--- src/frs_pkg.sv ---
package frs_pkg;

  // Clock and timing
  localparam int unsigned CLK_HZ                  = 10_000_000;
  localparam int unsigned POWER_UP_WAIT_US        = 300;
  localparam int unsigned WARM_RESET_DURATION_US  = 30;
  localparam int unsigned RESET_PULSE_MIN_NS      = 200;
  localparam int unsigned EXTENSION_TICK_US       = 32;
  localparam int unsigned DEEP_SLEEP_WAKE_US      = 300;
  localparam int unsigned POWER_UP_WAIT_CYC       = POWER_UP_WAIT_US * (CLK_HZ / 1_000_000);
  localparam int unsigned WARM_RESET_CYC          = WARM_RESET_DURATION_US * (CLK_HZ / 1_000_000);
  localparam int unsigned RESET_PULSE_CYC         = (RESET_PULSE_MIN_NS * (CLK_HZ / 1_000_000)
                                                     + 999) / 1000;
  localparam int unsigned EXTENSION_TICK_CYC      = EXTENSION_TICK_US * (CLK_HZ / 1_000_000);
  localparam int unsigned DEEP_SLEEP_WAKE_CYC     = DEEP_SLEEP_WAKE_US * (CLK_HZ / 1_000_000);

  // Register byte offsets
  localparam logic [11:0] EXT_COUNT_OFFSET  = 12'h000;
  localparam logic [11:0] CONTROL_OFFSET    = 12'h004;
  localparam logic [11:0] STATUS_OFFSET     = 12'h008;
  localparam logic [11:0] EXT_LOCK_OFFSET   = 12'h00c;

  // Reset values
  localparam logic [15:0] EXT_COUNT_RESET   = 16'hffff;
  localparam logic [15:0] EXT_COUNT_NONE    = 16'hffff;

  // Control register fields
  localparam int unsigned CTRL_POWER_GOOD_BIT = 0;
  localparam int unsigned CTRL_SLEEP_BIT      = 1;
  localparam int unsigned CTRL_CLR_STATUS_BIT = 2;

  // Status register fields
  localparam int unsigned STAT_STATE_LSB      = 0;
  localparam int unsigned STAT_COLD_DONE_BIT  = 4;
  localparam int unsigned STAT_LOCKED_BIT     = 5;
  localparam int unsigned STAT_PROG_FAIL_BIT  = 6;
  localparam int unsigned STAT_RELOAD_BIT     = 7;

  typedef enum logic [2:0] {
    FRS_OFF     = 3'b000,
    FRS_COLD    = 3'b001,
    FRS_EXTEND  = 3'b010,
    FRS_WARM    = 3'b011,
    FRS_HWRESET = 3'b100,
    FRS_STANDBY = 3'b101,
    FRS_SLEEP   = 3'b110,
    FRS_WAKE    = 3'b111
  } frs_state_e;

  typedef struct packed {
    logic        accept_cmd;
    logic        select_ok;
    logic        outputs_en;
    logic        reload_cfg;
    logic        abort_op;
  } frs_gate_s;

endpackage

--- src/flash_reset_sequencer.sv ---
// The register offsets and the APB slave port are this design's own decisions.
`timescale 1ns/1ps
// How it works
// - Supply good starts cold reset, inputs ignored
// - Cold reset blocks commands, select, outputs
// - Reset low: finish at later of waits
// - Reset low during cold reset never reruns it
// - Reset out low until cold plus extension
// - Extension equals count plus one ticks; an all-ones count gives no extension
// - Extension tick period within 25-42 us
// - Extension count programs only once
// - Interrupt output floats through power-up
// - Hardware reset aborts, floats, clears status
// - Select ignored for warm reset duration
// - Reset low blocks commands and reads
// - Hardware reset reloads bus configuration
// - Later hardware reset runs short warm reset
// - After warm reset follow reset input
// - Reset pulse wakes deep sleep to defaults
module flash_reset_sequencer (
  input  wire logic        pclk,
  input  wire logic        presetn,
  input  wire logic        psel,
  input  wire logic        penable,
  input  wire logic        pwrite,
  input  wire logic [11:0] paddr,
  input  wire logic [31:0] pwdata,
  output logic      [31:0] prdata,
  output logic             pready,
  output logic             pslverr,
  input  wire logic        reset_in_n,
  input  wire logic        chip_select_n,
  output logic             system_reset_out_n_o,
  output logic             system_reset_out_n_oe_n,
  output logic             int_out_n_oe_n,
  output logic             accept_cmd,
  output logic             select_ok,
  output logic             outputs_en,
  output logic             reload_cfg,
  output logic             abort_op,
  output logic             cs_seen
);

  ////////////////////////////////////////////////////////////////////////////
  // Pin synchronisers
  logic rst_meta_q, rst_sync_q, cs_meta_q, cs_sync_q;

  always_ff @(posedge pclk or negedge presetn)
  begin
    if (!presetn)
    begin
      rst_meta_q <= 1'b1;
      rst_sync_q <= 1'b1;
      cs_meta_q  <= 1'b1;
      cs_sync_q  <= 1'b1;
    end
    else
    begin
      rst_meta_q <= reset_in_n;
      rst_sync_q <= rst_meta_q;
      cs_meta_q  <= chip_select_n;
      cs_sync_q  <= cs_meta_q;
    end
  end

  ////////////////////////////////////////////////////////////////////////////
  // Registers
  logic [15:0]             ext_count_q;
  logic                    ext_locked_q;
  logic                    prog_fail_q;
  logic                    power_good_q;
  logic                    sleep_req_q;
  logic                    cold_done_q;
  logic                    reload_seen_q;
  frs_pkg::frs_state_e     state_q, state_d;

  logic wr_en;
  assign wr_en = psel && penable && pready && pwrite;

  function automatic logic addr_known(input logic [11:0] a);
    addr_known = (a == frs_pkg::EXT_COUNT_OFFSET) || (a == frs_pkg::CONTROL_OFFSET) ||
                 (a == frs_pkg::STATUS_OFFSET) || (a == frs_pkg::EXT_LOCK_OFFSET);
  endfunction

  // Nonvolatile count: first write sticks, later writes flag a failure
  always_ff @(posedge pclk or negedge presetn)
  begin
    if (!presetn)
    begin
      ext_count_q  <= frs_pkg::EXT_COUNT_RESET;
      ext_locked_q <= 1'b0;
    end
    else if (wr_en && paddr == frs_pkg::EXT_COUNT_OFFSET && !ext_locked_q)
    begin
      ext_count_q  <= pwdata[15:0];
      ext_locked_q <= 1'b1;
    end
  end

  logic prog_fail_set, status_clr;
  assign prog_fail_set = wr_en && paddr == frs_pkg::EXT_COUNT_OFFSET && ext_locked_q;
  assign status_clr    = wr_en && paddr == frs_pkg::CONTROL_OFFSET &&
                         pwdata[frs_pkg::CTRL_CLR_STATUS_BIT];

  // Set wins over clear; a hardware reset also clears it
  always_ff @(posedge pclk or negedge presetn)
  begin
    if (!presetn)
      prog_fail_q <= 1'b0;
    else if (prog_fail_set)
      prog_fail_q <= 1'b1;
    else if (status_clr || state_q == frs_pkg::FRS_WARM)
      prog_fail_q <= 1'b0;
  end

  logic sleep_clr;
  assign sleep_clr = (state_q == frs_pkg::FRS_SLEEP) && !rst_sync_q;

  always_ff @(posedge pclk or negedge presetn)
  begin
    if (!presetn)
    begin
      power_good_q <= 1'b0;
      sleep_req_q  <= 1'b0;
    end
    else
    begin
      if (wr_en && paddr == frs_pkg::CONTROL_OFFSET)
        power_good_q <= pwdata[frs_pkg::CTRL_POWER_GOOD_BIT];
      if (wr_en && paddr == frs_pkg::CONTROL_OFFSET && pwdata[frs_pkg::CTRL_SLEEP_BIT])
        sleep_req_q <= 1'b1;
      else if (sleep_clr || state_q != frs_pkg::FRS_STANDBY)
        sleep_req_q <= 1'b0;
    end
  end

  ////////////////////////////////////////////////////////////////////////////
  // Extension tick and timer
  localparam int unsigned TCW = $clog2(frs_pkg::DEEP_SLEEP_WAKE_CYC + 1);
  localparam int unsigned KW  = $clog2(frs_pkg::EXTENSION_TICK_CYC);

  logic [KW-1:0]  tick_cnt_q;
  logic           tick;
  logic [TCW-1:0] timer_q;
  logic [16:0]    ext_left_q;
  logic [TCW-1:0] rst_low_q;

  // Divider, 32 us per tick; held in cold reset so the extension counts whole ticks
  always_ff @(posedge pclk or negedge presetn)
  begin
    if (!presetn)
      tick_cnt_q <= '0;
    else if (tick || state_q == frs_pkg::FRS_COLD)
      tick_cnt_q <= '0;
    else
      tick_cnt_q <= tick_cnt_q + KW'(1);
  end
  assign tick = (tick_cnt_q == KW'(frs_pkg::EXTENSION_TICK_CYC - 1));

  // Length of time reset input has been low, saturating
  always_ff @(posedge pclk or negedge presetn)
  begin
    if (!presetn)
      rst_low_q <= '0;
    else if (rst_sync_q)
      rst_low_q <= '0;
    else if (rst_low_q != {TCW{1'b1}})
      rst_low_q <= rst_low_q + TCW'(1);
  end

  logic timer_load;
  logic [TCW-1:0] timer_val;

  always_ff @(posedge pclk or negedge presetn)
  begin
    if (!presetn)
      timer_q <= '0;
    else if (timer_load)
      timer_q <= timer_val;
    else if (timer_q != '0)
      timer_q <= timer_q - TCW'(1);
  end

  always_ff @(posedge pclk or negedge presetn)
  begin
    if (!presetn)
      ext_left_q <= '0;
    else if (state_q == frs_pkg::FRS_COLD)
      ext_left_q <= {1'b0, ext_count_q} + 17'h00001;
    else if (state_q == frs_pkg::FRS_EXTEND && tick && ext_left_q != '0)
      ext_left_q <= ext_left_q - 17'h00001;
  end

  ////////////////////////////////////////////////////////////////////////////
  // Sequencer
  always_comb
  begin
    state_d    = state_q;
    timer_load = 1'b0;
    timer_val  = '0;
    case (state_q)
      frs_pkg::FRS_OFF:
        if (power_good_q)
        begin
          state_d    = frs_pkg::FRS_COLD;
          timer_load = 1'b1;
          timer_val  = TCW'(frs_pkg::POWER_UP_WAIT_CYC);
        end
      frs_pkg::FRS_COLD:
        if (timer_q == '0)
        begin
          // low reset extends to the warm duration after the wait
          if (!rst_sync_q && rst_low_q < TCW'(frs_pkg::WARM_RESET_CYC))
            state_d = frs_pkg::FRS_COLD;
          else if (ext_count_q == frs_pkg::EXT_COUNT_NONE)
            state_d = rst_sync_q ? frs_pkg::FRS_STANDBY : frs_pkg::FRS_HWRESET;
          else
            state_d = frs_pkg::FRS_EXTEND;
        end
      frs_pkg::FRS_EXTEND:
        if (ext_left_q == '0)
          state_d = rst_sync_q ? frs_pkg::FRS_STANDBY : frs_pkg::FRS_HWRESET;
      frs_pkg::FRS_WARM:
        if (timer_q == '0)
          state_d = rst_sync_q ? frs_pkg::FRS_STANDBY : frs_pkg::FRS_HWRESET;
      frs_pkg::FRS_HWRESET:
        if (rst_sync_q)
          state_d = frs_pkg::FRS_STANDBY;
      frs_pkg::FRS_STANDBY:
        if (!rst_sync_q)
        begin
          timer_load = 1'b1;
          if (!cold_done_q)
          begin
            state_d   = frs_pkg::FRS_COLD;
            timer_val = TCW'(frs_pkg::POWER_UP_WAIT_CYC);
          end
          else
          begin
            state_d   = frs_pkg::FRS_WARM;
            timer_val = TCW'(frs_pkg::WARM_RESET_CYC);
          end
        end
        else if (sleep_req_q)
          state_d = frs_pkg::FRS_SLEEP;
      frs_pkg::FRS_SLEEP:
        if (!rst_sync_q && rst_low_q >= TCW'(frs_pkg::RESET_PULSE_CYC - 1))
        begin
          state_d    = frs_pkg::FRS_WAKE;
          timer_load = 1'b1;
          timer_val  = TCW'(frs_pkg::DEEP_SLEEP_WAKE_CYC);
        end
      frs_pkg::FRS_WAKE:
        if (timer_q == '0 && rst_sync_q)
          state_d = frs_pkg::FRS_STANDBY;
      default:
        state_d = frs_pkg::FRS_OFF;
    endcase
    if (!power_good_q)
      state_d = frs_pkg::FRS_OFF;
  end

  always_ff @(posedge pclk or negedge presetn)
  begin
    if (!presetn)
      state_q <= frs_pkg::FRS_OFF;
    else
      state_q <= state_d;
  end

  // Cold reset counts as complete once cold or extension is left for any state other than off
  always_ff @(posedge pclk or negedge presetn)
  begin
    if (!presetn)
      cold_done_q <= 1'b0;
    else if (state_q == frs_pkg::FRS_OFF)
      cold_done_q <= 1'b0;
    else if ((state_q == frs_pkg::FRS_COLD || state_q == frs_pkg::FRS_EXTEND) &&
             state_d != state_q && state_d != frs_pkg::FRS_OFF)
      cold_done_q <= 1'b1;
  end

  ////////////////////////////////////////////////////////////////////////////
  // Pin and gate outputs

  frs_pkg::frs_gate_s gate_d;
  logic in_reset;
  assign in_reset = (state_d == frs_pkg::FRS_COLD) || (state_d == frs_pkg::FRS_EXTEND) ||
                    (state_d == frs_pkg::FRS_OFF);

  always_comb
  begin
    gate_d.accept_cmd = (state_d == frs_pkg::FRS_STANDBY) && rst_sync_q;
    gate_d.select_ok  = gate_d.accept_cmd;
    gate_d.outputs_en = gate_d.accept_cmd;
    gate_d.reload_cfg = (state_d == frs_pkg::FRS_WARM) && (state_q != frs_pkg::FRS_WARM);
    gate_d.abort_op   = (state_d == frs_pkg::FRS_WARM) || (state_d == frs_pkg::FRS_HWRESET) ||
                        in_reset;
  end

  always_ff @(posedge pclk or negedge presetn)
  begin
    if (!presetn)
    begin
      system_reset_out_n_o    <= 1'b0;
      system_reset_out_n_oe_n <= 1'b0;
      int_out_n_oe_n          <= 1'b1;
      accept_cmd              <= 1'b0;
      select_ok               <= 1'b0;
      outputs_en              <= 1'b0;
      reload_cfg              <= 1'b0;
      abort_op                <= 1'b1;
      cs_seen                 <= 1'b0;
      reload_seen_q           <= 1'b0;
    end
    else
    begin
      system_reset_out_n_o    <= 1'b0;
      system_reset_out_n_oe_n <= !in_reset;
      int_out_n_oe_n          <= 1'b1;
      accept_cmd              <= gate_d.accept_cmd;
      select_ok               <= gate_d.select_ok;
      outputs_en              <= gate_d.outputs_en;
      reload_cfg              <= gate_d.reload_cfg;
      abort_op                <= gate_d.abort_op;
      // Select is only honoured once gating allows it
      cs_seen                 <= gate_d.select_ok && !cs_sync_q;
      if (gate_d.reload_cfg)
        reload_seen_q <= 1'b1;
      else if (status_clr)
        reload_seen_q <= 1'b0;
    end
  end

  ////////////////////////////////////////////////////////////////////////////
  // APB read and response

  always_ff @(posedge pclk or negedge presetn)
  begin
    if (!presetn)
    begin
      prdata  <= 32'h0000_0000;
      pready  <= 1'b0;
      pslverr <= 1'b0;
    end
    else
    begin
      pready  <= psel && !penable;
      pslverr <= psel && !penable && !addr_known(paddr);
      prdata  <= 32'h0000_0000;
      if (psel && !penable && !pwrite)
        case (paddr)
          frs_pkg::EXT_COUNT_OFFSET: prdata <= {16'h0000, ext_count_q};
          frs_pkg::CONTROL_OFFSET:   prdata <= {31'h0, power_good_q};
          frs_pkg::STATUS_OFFSET:    prdata <= {24'h0, reload_seen_q, prog_fail_q, ext_locked_q,
                                                cold_done_q, 1'b0, state_q};
          frs_pkg::EXT_LOCK_OFFSET:  prdata <= {31'h0, ext_locked_q};
          default:                   prdata <= 32'h0000_0000;
        endcase
    end
  end

endmodule

--- config.mk ---
export PLATFORM = sky130hd
export DESIGN_NAME = flash_reset_sequencer
export DESIGN_NICKNAME = d
export VERILOG_FILES = /design/src/frs_pkg.sv /design/src/flash_reset_sequencer.sv
export SDC_FILE = /design/constraint.sdc
export NUM_CORES = 1
export LEC_CHECK = 0
export BUFFER_PORTS_ARGS = -buffer_cell sky130_fd_sc_hd__buf_2
export CORE_MARGIN = 3
export CORE_UTILIZATION = 56
export CTS_CLUSTER_DIAMETER = 200
export DETAILED_ROUTE_END_ITERATION = 8
export PLACE_DENSITY_LB_ADDON = 0.15
export SLEW_MARGIN = 20
export SYNTH_ARGS = -nofsm -noshare
export SYNTH_HDL_FRONTEND = slang
export SYNTH_SLANG_ARGS = --single-unit
--- constraint.sdc ---
create_clock -name pclk -period 2.6 [get_ports pclk]
set_input_delay 0.26 -clock pclk [delete_from_list [all_inputs] [get_ports pclk]]
set_output_delay 0.26 -clock pclk [all_outputs]
set_load 0.05 [all_outputs]
# --- Yosys cells after proc, flatten, opt, wreduce, memory -nomap -nowiden ---
# Cells that the tools add are included.
totals:
  register_bits: 118
  inputBits: 51
  out_inout_bits: 43
  wordCells: 148
classes:
  add_sub_neg: 5
  magnitude_cmp: 2
  eq_ne: 21
  mux: 40
  n_reduce_logical: 56
op_table:
  columns: ["cell", "n"]
  rows:
  - ["2-to-1 mux 12 bit", 8]
  - ["case mux 16 bit (4 select lines)", 1]
  - ["case mux 12 bit (3 select lines)", 1]
  - ["2-to-1 mux 17 bit", 2]
  - ["2-to-1 mux 3 bit", 11]
  - ["2-to-1 mux 32 bit", 1]
  - ["equality test 12 x 4 -> 1 bit (second input constant)", 2]
  - ["logical NOT 12 bit", 2]
  - ["case mux 3 bit (8 select lines)", 1]
  - ["logical AND 1 bit", 23]
  - ["equality test 3 bit (second input constant)", 6]
  - ["adder 16 x 1 -> 17 bit (second input constant)", 1]
  - ["logical NOT 17 bit", 1]
  - ["nonzero test 17 bit", 1]
  - ["subtractor 17 x 1 -> 17 bit (second input constant)", 1]
  - ["equality test 16 bit (second input constant)", 1]
  - ["nonzero test 2 bit", 7]
  - ["adder 12 x 1 -> 12 bit (second input constant)", 1]
  - ["equality test 12 x 3 -> 1 bit (second input constant)", 1]
  - ["equality test 3 x 2 -> 1 bit (second input constant)", 4]
  - ["greater-or-equal comparator 12 x 1 -> 1 bit (second input constant)", 1]
  - ["less-than comparator 12 x 9 -> 1 bit (second input constant)", 1]
  - ["2-to-1 mux 1 bit", 12]
  - ["!= test 12 bit (second input constant)", 1]
  - ["15 further kinds", 33]

# --- Depth between registers and ports, before layout ---
# Gate-level depths: netlist (run 1).
logic_depth:
  word_depth: 11
  ltp_mapped: 9

# --- Worst setup path before layout (run 1) ---
# Ideal clock, no wire load.
synth_path:
  kind: "register -> register"
  start: "register ext_left_q[0]"
  end: "register ext_left_q[9]"
  t_arrival_ps: 2268
  required_ps: 2466
  setup_slack_ps: 198
  stages_incl_launch_ff: 10
  path_buffers: 1
  period_less_slack_ps: 2402
  cell_sequence: "dfrtp_1 -> inv_1 -> ha_1 -> or4b_2 -> or3_1 -> o21a_1 -> clkbuf_1 -> and3_1 -> xnor2_1 -> o21ai_0"
synth_via:
  elab_chain_len: 3
  elab_cells_between_ends: 6
  classes_between: "1 x add/sub; 2 x mux; 3 x reduce/logical"
synth_lines:
  columns: ["element", "line_no", "rtl"]
  rows:
  - ["from (decl)", "flash_reset_sequencer.sv:145", "logic [16:0] ext_left_q;"]
  - ["from (signal assigned)", "flash_reset_sequencer.sv:189", "ext_left_q <= {1'b0, ext_count_q} + 17'h00001;"]
  - ["from (signal assigned)", "flash_reset_sequencer.sv:191", "ext_left_q <= ext_left_q - 17'h00001;"]
  - ["subtractor 17 x 1 -> 17 bit or nonzero test 17 bit (tied branches)", "flash_reset_sequencer.sv:191, flash_reset_sequencer.sv:190", null]
  - ["2-to-1 mux 17 bit or logical AND 1 bit (tied branches)", "flash_reset_sequencer.sv:190", "else if (state_q == frs_pkg::FRS_EXTEND && tick && ext_left_q != '0)"]
  - ["2-to-1 mux 17 bit or nonzero test 2 bit (tied branches)", null, null]
# Parallel ways exist; a longest one is shown, timed or not. The select of a mux whose other input is x is not followed.
# A chain may end at the register's enable or synchronous reset.

# --- Final worst setup path (run 1) ---
layout_path:
  start: "register tick_cnt_q[7]"
  end: "register ext_left_q[4]"
layout_via:
  elab_chain_len: 4
layout_lines:
  columns: ["element", "line_no", "rtl"]
  rows:
  - ["from (decl)", "flash_reset_sequencer.sv:142", "logic [KW-1:0] tick_cnt_q;"]
  - ["from (signal assigned)", "flash_reset_sequencer.sv:156", "tick_cnt_q <= tick_cnt_q + KW'(1);"]
  - ["equality test 9 bit", "flash_reset_sequencer.sv:158", "assign tick = (tick_cnt_q == KW'(frs_pkg::EXTENSION_TICK_CYC - 1));"]
  - ["logical AND 1 bit (2 in series)", "flash_reset_sequencer.sv:190", null]
  - ["nonzero test 2 bit (no line)", null, null]
# Every way passes these cells.

==> results.ini, run 1 <==
[timing]
hold_viol = 0
setup_viol = 0
slew_violations = 0
min_period_ns = 2.44
fmax_mhz = 409
finalClockSkew_ns = 0.00876
fin_crit_sh = 0.940
worstMarginPinSlew_ns = 0.688
rsz0062_at_grt = no
slew_headroom = 0.538

[clocking]
cts_buffers = 9
clk_latency_ns = 0.39
cts_max_path_buffers = 2
cts.reportedPaths.clkPinSlew_ns = 0.10
cts.sinks = 102
cts-root-buf = clkbuf_8
cts_tree = built
h-tree-depth = 3

[logic_synthesis]
synth_edf_count = 0
synth_top_family_by_area = simple AND/OR/NAND/NOR gates
syn-cell-area_um2 = 5450
synth-adder-area-share = 0.0184
synthXorXnorAreaFrac = 0.0756
synth_seq_cells = 102
yosysTopAreaCell = dfrtp_1
muxShareOfSynthArea = 0.0462
postSynthCellCount = 561
post_synth.cell_area_avg_um2 = 9.71
synthTopCellsByArea = dfrtp_1, dfstp_2, xnor2_1
synth_flop_cell = dfrtp_1
synth_compound_area_frac = 0.100
synthSimpleGateAreaFrac = 0.228
synth.distinct_cells = 68
yosysWarnings = 0
synthArstFlopShare = 1.00
synth_top_area_share = 0.372
yosysSeqAreaShare = 0.473

[status]
outcome = finished clean

[setup_path]
crit_chain = or3b_2 > nor4_4 > o21ai_2 > buf_4 > or4_2 > xor2_1 > o21ai_0
cp_num_buf_inv = 1
max_stage_delay_ns = 0.57
arrival_ns = 2.76
critPathKind = reg -> reg
cpLargestDelayFamily = simple AND/OR/NAND/NOR gates
crit_path_end_kind = register
cp.required_ns = 2.91
startpoint_type = register
cp_slowest_cell = or4_2
cp_max_fo = 13

[power]
peakVddDrop_mv = 0.456
p_per_area_nw_per_um2 = 557
p_leak_nw = 2.91
fin_total_pwr_w = 0.00345

[global_routing]
track_usage = 0.229
overflow = 0
first_global_vias = 4237
antenna_found_initial = 0
grt_max_degree = 55
grt_pass1_wl_mm = 20.3

[job]
cap_viol_max_count = 0

[worst_hold_path]
min_path_type = in -> reg

[detailed_routing]
post_drt_wl_per_cell_um = 15.8
dr_total_vias = 4249
dr.pass1.iters = 4
vias_per_cell = 5.54
first_iter_violations = 198
drc = 0
drtAntennaViolNets = 0
routed_wl_mm = 12.1

[place]
place.gp.congestion = 0.836
io_buffers = 59
dp_hpwl_mm = 8.88
post-place-cells = 746

[die]
core_um2 = 9330
num_rows = 35
die_w_um = 105
start_util = 0.584
pin_count = 94
die_h_um = 105
dieArea_um2 = 10900

[finish]
n_antenna_cell = 0
utilization = 0.664
fin_cells = 767
layout-drive-gt1-share = 0.248
fillers = 760
multiInputGateArea_um2 = 2660
finalNetCount = 692
syn_to_final_growth_pct = 13.7
register_area_um2 = 2580

-- report_power, final --
group,internal [W],switching (W)
Clock,0.000418,0.000584
Combinational,0.000235,0.000328
Sequential,0.00173,0.000151
-- layer usage --
metal  share of wire  vias up  GRT usage
met5               0        -          0
met4           0.012        0     0.0544
met3           0.053       15     0.0593
met2            0.50      116      0.384
met1            0.44     2041      0.298
li1                -     2077          -
-- cells in the final DEF, fill, tap and decap left out, types with 7 or more instances in the layout --
master / n
dfrtp_1: 81
buf_2: 58
nor2_1: 57
nand2_1: 48
xnor2_1: 30
o21ai_0: 26
buf_4: 25
nor3_1: 24
dfstp_2: 21
nand3_1: 19
conb_1: 18
xor2_1: 17
inv_1: 16
a21oi_1: 15
mux2_2: 15
nand4_1: 13
nor4_1: 9
clkbuf_8: 9
nor2b_1: 8
and2_1: 7
ha_1: 7
-- cells by family after synthesis --
| group | Yosys count |
|---|---|
| other cells | 2 |
| buf+inv | 60 |
| fa+ha+maj | 8 |
| flops | 102 |
| xor+xnor | 47 |
| mux | 22 |
| compound gates | 83 |
| simple gates | 237 |
-- synth_stat cells, types with 3 or more instances --
cell,instances
a211o_1,3
a211oi_1,5
a21oi_1,15
a221oi_1,3
a31oi_1,3
and2_1,7
and3_1,6
and4_1,4
buf_2,3
buf_4,21
clkbuf_1,17
dfrtp_1,81
dfstp_2,21
ha_1,8
inv_1,18
mux2_2,15
mux2i_1,6
nand2_1,48
nand2b_1,4
nand3_1,19
nand4_1,13
nor2_1,57
nor2b_1,8
nor3_1,24
nor3b_1,6
nor4_1,10
o211ai_1,3
o21ai_0,26
o21ai_1,3
or3_1,7
or4_1,6
or4_4,3
xnor2_1,30
xor2_1,17
-- final cells by class --
| class | count | area share |
|---|---|---|
| Inverter | 18 | 0.0109 |
| Timing Repair Buffer | 87 | 0.0853 |
| Clock inverter | 6 | 0.00768 |
| Sequential cell | 102 | 0.417 |
| Clock buffer | 10 | 0.0241 |
| Tap cell | 129 | 0.0261 |
| Multi-Input combinational cell | 415 | 0.429 |
-- worst paths after layout --
| kind | slack (ns) | depth (start not counted) | end | from |
|---|---|---|---|---|
| max | 0.16 | 7 | ext_left_q[4]$_DFFE_PN0P_ | tick_cnt_q[7]$_DFF_PN0_ |
| min | 0.05 | 2 | prdata[0]$_DFF_PN0_ | pwrite |
| max reg2reg | 0.16 | 7 | ext_left_q[4]$_DFFE_PN0P_ | tick_cnt_q[7]$_DFF_PN0_ |
| min reg2reg | 0.36 | 0 | rst_sync_q$_DFF_PN1_ | rst_meta_q$_DFF_PN1_ |
| max in group asynchronous | 1.40 | 3 | rst_sync_q$_DFF_PN1_ | presetn |
| min in group asynchronous | 0.44 | 2 | tick_cnt_q[4]$_DFF_PN0_ | presetn |
-- flip-flops by register name (all words and copies together) (netlist names), 3 cells and up --
| signal | cells |
|---|---|
| rst_low_q | 12 |
| timer_q | 12 |
| tick_cnt_q | 9 |
| prdata | 16 |
| state_q | 3 |
| ext_left_q | 17 |
| ext_count_q | 16 |
-- what timing repair did --
| item | CTS | global route |
|---|---|---|
| gates resized for setup | 1 | 7 |
| pin swaps | 0 | 4 |
| cloned | 0 | 0 |
| endpoints found under the hold margin | 37 | 0 |
| hold buffers | 3 | 0 |
| setup endpoints to repair | 2 | 8 |
| setup buffers | 0 | 2 |
-- per-stage QoR --
step	TNS (ns)	area (um2)	hold WS, ns	setup WS, ns
after floorplan	0	5510	-0.0356	0.198
after global placement	0	5920	0.319	0.0822
after detailed placement	-0.00188	5920	0.327	-0.00188
after CTS	0	6150	0.0459	0.0191
after global routing	0	6190	0.0388	0.0149
final	0	6190	0.0495	0.156
Note: power is estimated with default switching activity, not from simulation.
==> run 2: changes to the inputs <==
--- a/config.mk
+++ b/config.mk
@@ -7,10 +7,11 @@
 export LEC_CHECK = 0
 export BUFFER_PORTS_ARGS = -buffer_cell sky130_fd_sc_hd__buf_2
 export CORE_MARGIN = 3
-export CORE_UTILIZATION = 56
+export CORE_UTILIZATION = 40
 export CTS_CLUSTER_DIAMETER = 200
 export DETAILED_ROUTE_END_ITERATION = 8
 export PLACE_DENSITY_LB_ADDON = 0.15
+export SETUP_SLACK_MARGIN = 0.2
 export SLEW_MARGIN = 20
 export SYNTH_ARGS = -nofsm -noshare
 export SYNTH_HDL_FRONTEND = slang
==> run 2 against run 1 <==
Net effect: combinational power rose by 0.9%; count of clock-buffer cells in the layout stayed put; critical endpoint is now cs_seen$_DFF_PN0_; critical path depth shrank 1; final cell count up 6.9%; highest routed layer unchanged; power up 14%; clock skew is 0.00084 ns higher.
==> results.ini, run 2 (synthesis gave the netlist of run 1 again) <==
[clocking]
h-tree-depth = 3  ; unchanged
cts_buffers = 9  ; unchanged
cts.sinks = 102  ; unchanged
clk_latency_ns = 0.35  ; -0.04 ns
cts_tree = built
cts-root-buf = clkbuf_16
cts.reportedPaths.clkPinSlew_ns = 0.07  ; -0.03 ns
cts_max_path_buffers = 2  ; unchanged

[timing]
slew_violations = 0  ; unchanged
timing.setup.tns_ns = 0  ; unchanged
finalClockSkew_ns = 0.00960  ; +0.000841 ns
rsz0062_at_grt = yes
fmax_mhz = 411  ; +0.35%
worstMarginPinSlew_ns = 0.622  ; -0.0661 ns
setup_viol = 0  ; unchanged
min_period_ns = 2.44  ; -0.00861 ns
slew_headroom = 0.582  ; +0.0444
hold_viol = 0  ; unchanged
fin_crit_sh = 0.937  ; -0.00331

[global_routing]
grt_max_degree = 45  ; -18%
grt_pass1_wl_mm = 20.7  ; +1.5%
track_usage = 0.175  ; -0.0540
busiest_layer = met2
overflow = 0  ; unchanged
gr-usage-met2 = 0.262  ; -0.122
antenna_found_initial = 0  ; unchanged
grt_util_met3 = 0.0341  ; -0.0252
grt_util_met1 = 0.249  ; -0.0492
first_global_vias = 4153  ; -2.0%

[setup_path]
r2r_cells = 6  ; -1
cpLargestDelayFamily = simple AND/OR/NAND/NOR gates
critPathKind = reg -> reg
cp_num_buf_inv = 0  ; -1
cp_max_fo = 5  ; -8
startpoint_type = register
cp.required_ns = 2.84  ; -0.07 ns
arrival_ns = 2.68  ; -0.08 ns
crit_path_end_kind = register
crit_chain = or4_4 > or4_4 > o21ai_2 > o211ai_1 > or2_1 > nor4_2
crit_top_cell = or4_4
cp_slowest_cell = or4_4
max_stage_delay_ns = 0.58  ; about the same
cp.depth = 6  ; -1

[finish]
fin_cells = 820  ; +6.9%
mostFrequentLayoutCells = dfrtp_1, buf_2, nor2_1, nand2_1, buf_4
final_cell_area_um2 = 6470  ; +4.5%
top_register = ext_left_q
final_common_cell = dfrtp_1
largest_reg_flops = 17  ; unchanged
reg_top3 = ext_left_q: 17 flops, ext_count_q: 16 flops, prdata: 16 flops
finalNetCount = 699  ; +1.0%
fillers = 1272  ; +67%
syn_to_final_growth_pct = 18.8
n_antenna_cell = 0  ; unchanged
layout-drive-gt1-share = 0.264  ; +0.0163

[die]
die_h_um = 123  ; +17%
die_w_um = 123  ; +17%
dieArea_um2 = 15100  ; +38%
core_um2 = 13300  ; +43%
pin_count = 94  ; unchanged
num_rows = 42  ; +20%
start_util = 0.410  ; -0.174

[power]
peakVddDrop_mv = 0.466  ; +2.3%
intPower_w = 0.00284  ; +19%
p_leak_nw = 3.01  ; +3.5%
clockPowerShare = 0.373  ; +0.082
p_per_area_nw_per_um2 = 605  ; +8.6%
p_sw_w = 0.00107  ; +0.81%
comb_power_share = 0.145  ; -0.019
seqPwrFrac = 0.481  ; -0.065
power_switching_share = 0.274  ; -0.0347

[detailed_routing]
first_iter_violations = 198  ; unchanged
dr_total_vias = 4293  ; +1.0%
drc = 0  ; unchanged
post_drt_wl_per_cell_um = 15.3  ; -3.4%
drtAntennaViolNets = 0  ; unchanged
vias_per_cell = 5.24  ; -5.5%
routed_wl_mm = 12.5  ; +3.3%
dr.pass1.iters = 4  ; unchanged

[status]
outcome = finished clean

[place]
dp_hpwl_mm = 8.91  ; +0.33%
io_buffers = 59  ; unchanged
placed_area_um2 = 6010  ; +1.6%
post-place-cells = 797  ; +6.8%
place.gp.congestion = 0.817  ; -2.3%

[job]
cap_viol_max_count = 0  ; unchanged

[worst_hold_path]
hold_path_depth = 2  ; unchanged
min_path_type = in -> reg

## run 2: worst paths after layout
path                                            from                     endpoint  slack [ns]
max reg2reg                ext_left_q[3]$_DFFE_PN0P_            cs_seen$_DFF_PN0_        0.16
min reg2reg                      cs_meta_q$_DFF_PN1_          cs_sync_q$_DFF_PN1_        0.36
min in group asynchronous                    presetn         prdata[14]$_DFF_PN0_        0.44
max                        ext_left_q[3]$_DFFE_PN0P_            cs_seen$_DFF_PN0_        0.16
min                                           pwrite          prdata[0]$_DFF_PN0_        0.10
max in group asynchronous                    presetn  ext_count_q[15]$_DFFE_PN1P_        1.43
## run 2: stage by stage
step	util	hold WS, ns	setup slack, ns	power (W)
2_1_floorplan	-	-0.0356	0.219	0.00229
3_3_place_gp	0.452	0.271	0.105	0.00241
3_5_place_dp	0.452	0.266	0.0776	0.00244
4_1_cts	0.481	0.0842	0.197	0.00393
5_1_grt	0.487	0.0976	0.0828	0.00411
6_report	0.487	0.103	0.165	0.00391
## run 2: per-layer routing
metal  wire length, um  share of wire
met1              5940           0.47
met2              5750           0.46
met3               553          0.044
met4               284          0.023
met5                 0              0
## run 2: cell type report
class,instances,area (um2),share of cell area
well taps,176,220,0.0340
clock buffers,10,239,0.0369
clock inverters,5,82.6,0.0128
multi-input cells,415,2700,0.418
repair buffers,94,581,0.0897
inverters,18,67.6,0.0104
flip-flops and latches,102,2580,0.399
## run 2: repair_timing
item | 4_1_cts | 5_1_grt
hold buffers | 3 | 0
endpoints found under the setup margin | 13 | 12
hold endpoints to repair | 30 | 0
resized for setup | 3 | 13
buffers inserted | 2 | 3
pin swaps | 5 | 2
## run 2: power by group through the flow
stage                     registers [W]  logic, W  clock network, W
after global routing            0.00190  0.000649           0.00156
after detailed placement        0.00190  0.000541                 0
after CTS                       0.00187  0.000549           0.00150
after floorplan                 0.00187  0.000422                 0
after global placement          0.00189  0.000520                 0
final                           0.00188  0.000569           0.00146
## run 2: worst reg2reg max path, cell delays in order, from the launching register on
cell and delay [ns]:
dfrtp_1 0.42, or4_4 0.58, or4_4 0.48, o21ai_2 0.16, o211ai_1 0.14, or2_1 0.29, nor4_2 0.27
